**config.mk**
```make
export PLATFORM = sky130hd
export DESIGN_NAME = trigger_output_router
export DESIGN_NICKNAME = d
export VERILOG_FILES = /design/src/pkg/trig_route_pkg.sv /design/src/verilog/trig_port_drive.sv /design/src/verilog/trigger_output_router.sv
export VERILOG_INCLUDE_DIRS = /design/src /design/src/pkg
export SDC_FILE = /design/constraint.sdc
export NUM_CORES = 1
export LEC_CHECK = 0
export BUFFER_PORTS_ARGS = -buffer_cell sky130_fd_sc_hd__buf_2
export CAP_MARGIN = 40
export CORE_MARGIN = 8
export CORE_UTILIZATION = 38
export DETAILED_ROUTE_END_ITERATION = 16
export PLACE_DENSITY = 0.75
export SKIP_LAST_GASP = 1
export SYNTH_ARGS = -nofsm -noshare
export SYNTH_HDL_FRONTEND = slang
export SYNTH_SLANG_ARGS = --single-unit
```
**constraint.sdc**
```tcl
create_clock -name pclk -period 1.5 [get_ports pclk]
set_input_delay 0.075 -clock pclk [delete_from_list [all_inputs] [get_ports pclk]]
set_output_delay 0.075 -clock pclk [all_outputs]
set_load 0.01 [all_outputs]
```
**src/pkg/trig_route_regs.svh**
```systemverilog
// Register offsets, field positions and reset values for the trigger router
`ifndef TRIG_ROUTE_REGS_SVH
`define TRIG_ROUTE_REGS_SVH

`define CTRL_A_OFS 12'h000
`define CTRL_B_OFS 12'h004
`define SWREQ_OFS 12'h008
`define STATUS_OFS 12'h00C

`define SRC_LSB 0
`define SRC_MSB 1
`define USER_IDX_BIT 2
`define POL_BIT 4
`define DIR_BIT 8

`define SRC_RST 2'h0
`define POL_RST 1'h0
`define DIR_RST 1'h0
`define USER_IDX_RST 1'h0

`define SWREQ_U1_BIT 0
`define SWREQ_U2_BIT 1

`endif

```
**src/pkg/trig_route_pkg.sv**
```systemverilog
// Types for the trigger router
package trig_route_pkg;

    typedef enum logic [1:0] {
        SRC_NONE,
        SRC_PORT_A,
        SRC_PORT_B,
        SRC_USER
    } src_sel_t;

    typedef struct packed {
        logic dir_out;
        logic falling;
        logic user_idx;
        src_sel_t src;
    } port_cfg_t;

endpackage

```
**src/verilog/trig_port_drive.sv**
```systemverilog
// One trigger connector output stage
`timescale 1ns/1ps
`include "trig_route_regs.svh"

module trig_port_drive (
    // Clock and reset
    input wire logic pclk,
    input wire logic presetn,
    // Configuration
    input wire trig_route_pkg::port_cfg_t cfg,
    // Trigger sources
    input wire logic in_a,
    input wire logic in_b,
    input wire logic [1:0] user_pulse,
    // Pin
    output logic pin_o,
    output logic pin_oe
);

    wire logic routed;
    wire logic user_sel;
    wire logic driven;

    assign user_sel = cfg.user_idx ? user_pulse[1] : user_pulse[0];
    assign routed = (cfg.src == trig_route_pkg::SRC_PORT_A) ? in_a :
                    (cfg.src == trig_route_pkg::SRC_PORT_B) ? in_b :
                    (cfg.src == trig_route_pkg::SRC_USER) ? user_sel :
                    1'b0;
    assign driven = cfg.dir_out && (cfg.src != trig_route_pkg::SRC_NONE);

    always_ff @(posedge pclk or negedge presetn) begin
        if (!presetn) begin
            pin_o <= 1'b0;
            pin_oe <= 1'b0;
        end else begin
            pin_o <= routed ^ cfg.falling;
            pin_oe <= driven;
        end
    end

endmodule

```
**src/verilog/trigger_output_router.sv**
```systemverilog
// Trigger output router with APB registers
`timescale 1ns/1ps
`include "trig_route_regs.svh"

module trigger_output_router (
    // Clock and reset
    input wire logic pclk,
    input wire logic presetn,
    // APB slave
    input wire logic psel,
    input wire logic penable,
    input wire logic pwrite,
    input wire logic [11:0] paddr,
    input wire logic [31:0] pwdata,
    input wire logic [3:0] pstrb,
    output logic [31:0] prdata,
    output logic pready,
    output logic pslverr,
    // First trigger port pin
    input wire logic first_trigger_port_i,
    output logic first_trigger_port_o,
    output logic first_trigger_port_oe,
    // Second trigger port pin
    input wire logic second_trigger_port_i,
    output logic second_trigger_port_o,
    output logic second_trigger_port_oe
);

    // ------------------------------------------------------------
    // Input synchronisers
    // ------------------------------------------------------------
    logic [2:0] sync_a_r;
    logic [2:0] sync_b_r;
    logic in_a_r;
    logic in_b_r;

    // Three stages per pin
    wire logic [2:0] sync_a_nxt = {sync_a_r[1:0], first_trigger_port_i};
    wire logic [2:0] sync_b_nxt = {sync_b_r[1:0], second_trigger_port_i};

    always_ff @(posedge pclk or negedge presetn) begin
        if (!presetn) begin
            sync_a_r <= 3'h0;
            sync_b_r <= 3'h0;
        end else begin
            sync_a_r <= sync_a_nxt;
            sync_b_r <= sync_b_nxt;
        end
    end

    // Settled once second and third stages agree
    function automatic logic settled(input logic [2:0] s);
        return s[1] == s[2];
    endfunction

    // Inputs taken as received, polarity not applied
    wire logic in_a_nxt = settled(sync_a_r) ? sync_a_r[2] : in_a_r;
    wire logic in_b_nxt = settled(sync_b_r) ? sync_b_r[2] : in_b_r;

    always_ff @(posedge pclk or negedge presetn) begin
        if (!presetn) begin
            in_a_r <= 1'b0;
            in_b_r <= 1'b0;
        end else begin
            in_a_r <= in_a_nxt;
            in_b_r <= in_b_nxt;
        end
    end

    // ------------------------------------------------------------
    // APB decode
    // ------------------------------------------------------------
    trig_route_pkg::port_cfg_t cfg_a_r;
    trig_route_pkg::port_cfg_t cfg_b_r;
    logic [1:0] user_pulse_r;

    wire logic acc = psel && penable && pready;
    wire logic wr = acc && pwrite && pstrb[0];
    wire logic hit_a = (paddr == `CTRL_A_OFS);
    wire logic hit_b = (paddr == `CTRL_B_OFS);
    wire logic hit_req = (paddr == `SWREQ_OFS);
    wire logic hit_st = (paddr == `STATUS_OFS);
    wire logic mapped = hit_a || hit_b || hit_req || hit_st;

    // Write strobes per register
    wire logic wr_a = wr && hit_a;
    wire logic wr_b = wr && hit_b;
    wire logic wr_req = wr && hit_req;

    function automatic trig_route_pkg::port_cfg_t cfg_from(input logic [31:0] d);
        trig_route_pkg::port_cfg_t c;
        c.src = trig_route_pkg::src_sel_t'(d[`SRC_MSB:`SRC_LSB]);
        c.user_idx = d[`USER_IDX_BIT];
        c.falling = d[`POL_BIT];
        c.dir_out = d[`DIR_BIT];
        return c;
    endfunction

    function automatic logic [31:0] cfg_to(input trig_route_pkg::port_cfg_t c);
        logic [31:0] d;
        d = 32'h0000_0000;
        d[`SRC_MSB:`SRC_LSB] = c.src;
        d[`USER_IDX_BIT] = c.user_idx;
        d[`POL_BIT] = c.falling;
        d[`DIR_BIT] = c.dir_out;
        return d;
    endfunction

    // ------------------------------------------------------------
    // Read path
    // ------------------------------------------------------------
    // Status: enables, then received levels
    wire logic [3:0] status_bits = {in_b_r, in_a_r, second_trigger_port_oe, first_trigger_port_oe};
    wire logic [31:0] status_word = {28'h0000000, status_bits};
    wire logic [31:0] rd_word = hit_a ? cfg_to(cfg_a_r) :
                                hit_b ? cfg_to(cfg_b_r) :
                                hit_st ? status_word : 32'h0000_0000;

    // ------------------------------------------------------------
    // Next values
    // ------------------------------------------------------------
    trig_route_pkg::port_cfg_t cfg_a_nxt;
    trig_route_pkg::port_cfg_t cfg_b_nxt;
    logic [1:0] user_pulse_nxt;
    logic pready_nxt;
    logic pslverr_nxt;
    logic [31:0] prdata_nxt;

    assign cfg_a_nxt = wr_a ? cfg_from(pwdata) : cfg_a_r;
    assign cfg_b_nxt = wr_b ? cfg_from(pwdata) : cfg_b_r;
    assign user_pulse_nxt = wr_req ? pwdata[`SWREQ_U2_BIT:`SWREQ_U1_BIT] : 2'h0;
    // Ready one cycle after setup, no wait states
    assign pready_nxt = psel && !pready;
    assign pslverr_nxt = psel && !pready && !mapped;
    assign prdata_nxt = (psel && !pwrite) ? rd_word : 32'h0000_0000;

    // ------------------------------------------------------------
    // Registers
    // ------------------------------------------------------------
    // First connector settings
    always_ff @(posedge pclk or negedge presetn) begin
        if (!presetn) begin
            cfg_a_r <= '{dir_out: `DIR_RST, falling: `POL_RST, user_idx: `USER_IDX_RST,
                         src: trig_route_pkg::SRC_NONE};
        end else begin
            cfg_a_r <= cfg_a_nxt;
        end
    end

    // Second connector settings
    always_ff @(posedge pclk or negedge presetn) begin
        if (!presetn) begin
            cfg_b_r <= '{dir_out: `DIR_RST, falling: `POL_RST, user_idx: `USER_IDX_RST,
                         src: trig_route_pkg::SRC_NONE};
        end else begin
            cfg_b_r <= cfg_b_nxt;
        end
    end

    // One-cycle user trigger pulses
    always_ff @(posedge pclk or negedge presetn) begin
        if (!presetn) begin
            user_pulse_r <= 2'h0;
        end else begin
            user_pulse_r <= user_pulse_nxt;
        end
    end

    // Bus handshake
    always_ff @(posedge pclk or negedge presetn) begin
        if (!presetn) begin
            pready <= 1'b0;
            pslverr <= 1'b0;
        end else begin
            pready <= pready_nxt;
            pslverr <= pslverr_nxt;
        end
    end

    // Read data, valid in the access phase
    always_ff @(posedge pclk or negedge presetn) begin
        if (!presetn) begin
            prdata <= 32'h0000_0000;
        end else begin
            prdata <= prdata_nxt;
        end
    end

    // ------------------------------------------------------------
    // Connector stages
    // ------------------------------------------------------------
    trig_port_drive u_port_a (
        .pclk(pclk),
        .presetn(presetn),
        .cfg(cfg_a_r),
        .in_a(in_a_r),
        .in_b(in_b_r),
        .user_pulse(user_pulse_r),
        .pin_o(first_trigger_port_o),
        .pin_oe(first_trigger_port_oe)
    );

    trig_port_drive u_port_b (
        .pclk(pclk),
        .presetn(presetn),
        .cfg(cfg_b_r),
        .in_a(in_a_r),
        .in_b(in_b_r),
        .user_pulse(user_pulse_r),
        .pin_o(second_trigger_port_o),
        .pin_oe(second_trigger_port_oe)
    );

endmodule

```
==> results.md <==
- Seq cells post-synth: 32
- Placed inst area: around 1700 um2
- H-tree levels: 2
- Seq/Total Area, Yosys: a little over half
- Power Density: 920 nW/um2
- Worst Skew: between 0.003 and 0.004 ns
- Final Hold Viols: 0
- Die footprint: ~6300 um2
- Core area: 3910 um2
- Multi-input logic area: around 620 um2
- Clock Path Buffers: 2
- Final core occ: ~47%
- Vias per inst: 4.34
- Crit Path Class: register to register
- Worst endpoint required time: ~1.7 ns
- Worst-case reg-to-reg path depth: 6
- Max_cap viols: 0
- CP delay by family, top: simple AND/OR/NAND/NOR gates
- Area delta synth->final: 20.7%
- Clock slew at reported path FFs: about 0.060 ns
- Area contributors post-synth: dfrtp_1, buf_4, mux2_4
- Fin. max-slew vios: 0
- DRC viols: 0
- Reg-to-reg slack, setup: -0.13 ns
- GRT Total Usage: 9.76%
- Status: finished with violations
- Number of synthesis warnings: 0
- Synthesized area per cell: approximately 12 um2
- Critical path peak fanout: 5
- Slew headroom: 53.8%
- WHS Path Cells: 2
- Slew @ Worst Pin: 0.693 ns
- Final WS setup: -0.132 ns
- DRT Pass-1 Iters: 4
- Final net count: approximately 220
- Mapped Cells: about 120
- Layout cells sized above 1: a little over a third
- Antenna violations before repair: 0
- Commonest non-fill, non-tap cell in the layout: buf_2
- Routability Congestion: around 0.76
- Critical Path AT: about 1.8 ns
- Initial Util: ~39%
- Final setup fails: 10
- Tmin final: approximately 1.6 ns
- Hold slack: between 0.04 and 0.05 ns
- CTS Sinks: 32
- Via count: around 950
- Leak Pwr: roughly 0.94 nW
- Worst Path Buf+Inv: 2
- Max rail drop VDD: roughly 340 uV
- Die W: 79.1 um
- WL per Instance: around 13 um
- Slowest cell on the critical path: dfrtp_1
- CP peak stage delay: 0.36 ns
- Fill cell count: between 300 and 400
- First-pass GRT wire length: 4.75 mm
- Largest net degree at the start of global routing: 33
- Die Height: roughly 80 um
- WP depth: 6
- Post-synth top area share: a little over half
- Antenna fix cells: 0
- Hold Path Class: input port to register
- Area leader, netlist: dfrtp_1
- Cell Area, Synth: ~1500 um2
- DP HPWL: approximately 2.3 mm
- Max Fclk: approximately 610 MHz
- Worst-skew pair later-pin latency: roughly 0.28 ns
- Synth cell types: 29
- Final ANT Viol Nets: 0
- PortBufs: 36
- Routed WL: about 3.0 mm
- Final period utilization: 109%
- Critical path launch point type: register
- Total CTS buffers: 5
- Worst path cell trace: and4bb_1 > nand4_1 > buf_4 > nor3b_4 > buf_6 > mux2_4
- Num rows: 23
- GR Overflow Total: 0
- First DRT Iteration DRCs: 47
- CTS tree: done
- Most frequent cells in the layout: buf_2, dfrtp_1, conb_1
- RSZ-0062 raised after global routing: true
- Crit end category: register
- Num ports: 93
- Place WS: -0.163 ns
- Failing checks: negative setup slack
- Number of global-route vias before repair: 1020
- FF+latch area: 801 um2
- Root Buffer: clkbuf_8
- Final Instance Area: 1830 um2
[cells by family (layout without fill, tap and decap cells)]
logic type	after synthesis	in the layout	synth area share [%]
other	1	26	0.247
and+or+nand+nor	26	26	12.1
muxes	17	17	13.3
xor gates and xnor gates	2	2	1.16
AOI/OAI and AO/OA	11	11	4.38
buffers and inverters	31	54	14.6
adders and majority gates	2	2	1.32
DFF	32	32	52.8
[cell usage after synthesis]
cell type and number:
inv_1 2, a21oi_1 2, nor3b_2 1, o21ai_0 2
nor3b_1 1, and3_1 2, buf_6 1, mux2_2 2
or3_1 1, xnor2_1 2, nand3_1 1, nor2_1 8
nor3_1 2, mux2_1 3, o21a_1 2, nor2b_1 2
mux2_4 5, a31oi_1 5, buf_4 26, maj3_1 2
clkbuf_1 2, nand4_1 2, nand3b_1 1, and2_1 2
mux2i_1 7, nor4_4 2, conb_1 1, and4bb_1 1
dfrtp_1 32
[path summary, 6_finish.rpt]
path                                  startpoint                        end
min in group asynchronous                presetn   u_port_b.pin_o$_DFF_PN0_
hold reg to reg            sync_b_r[0]$_DFF_PN0_      sync_b_r[1]$_DFF_PN0_
setup / recovery                pready$_DFF_PN0_     cfg_b_r[2]$_DFFE_PN0P_
hold / removal                         pwdata[0]  user_pulse_r[0]$_DFF_PN0_
setup reg to reg                pready$_DFF_PN0_     cfg_b_r[2]$_DFFE_PN0P_
max in group asynchronous                presetn      sync_a_r[1]$_DFF_PN0_
[layout make-up]
cell class / instances / share of cell area, %
clock buffer: 8 / 4.92
inverter: 2 / 0.410
multi-input combinational: 84 / 33.7
sequential: 32 / 43.8
tap: 50 / 3.42
timing repair buffer: 44 / 13.7
[metrics by stage]
stage | instances | setup TNS, ns | total power [W]
2_1_floorplan | 147 | -0.584 | 0.00101
3_3_place_gp | 208 | -1.06 | 0.00103
3_5_place_dp | 208 | -1.41 | 0.00103
4_1_cts | 220 | -0.924 | 0.00170
5_1_grt | 220 | -1.47 | 0.00176
6_report | 220 | -0.829 | 0.00168
[layer usage]
layer / share of wire, % / track usage [%]
met1: 39 / 10.5
met2: 51 / 15.4
met3: 8.7 / 5.42
met4: 1.6 / 4.44
met5: 0 / 0
[power by group]
part / internal (W) / switching [W]
Combinational: 0.0000500 / 0.0000845
Clock: 0.000373 / 0.000282
Sequential: 0.000881 / 0.0000116
[state kept, by name, summed over array words and instances, names as in the netlist]
name and flops:
cfg_a_r 5, cfg_b_r 5, in_a_r 1, in_b_r 1, prdata 6, pready 1
pslverr 1, sync_a_r 3, sync_b_r 3, u_port_a.pin_o 1, u_port_a.pin_oe 1, u_port_b.pin_o 1
u_port_b.pin_oe 1, user_pulse_r 2
[timing repair]
item | in CTS | in global routing
endpoints found under the setup margin | 10 | 10
hold buffers | 3 | 0
endpoints found under the hold margin | 34 | 0
setup buffers | 1 | 0
resized for setup | 6 | 2
pin swaps | 1 | 2
No activity file was read; power rests on OpenSTA's default activity.
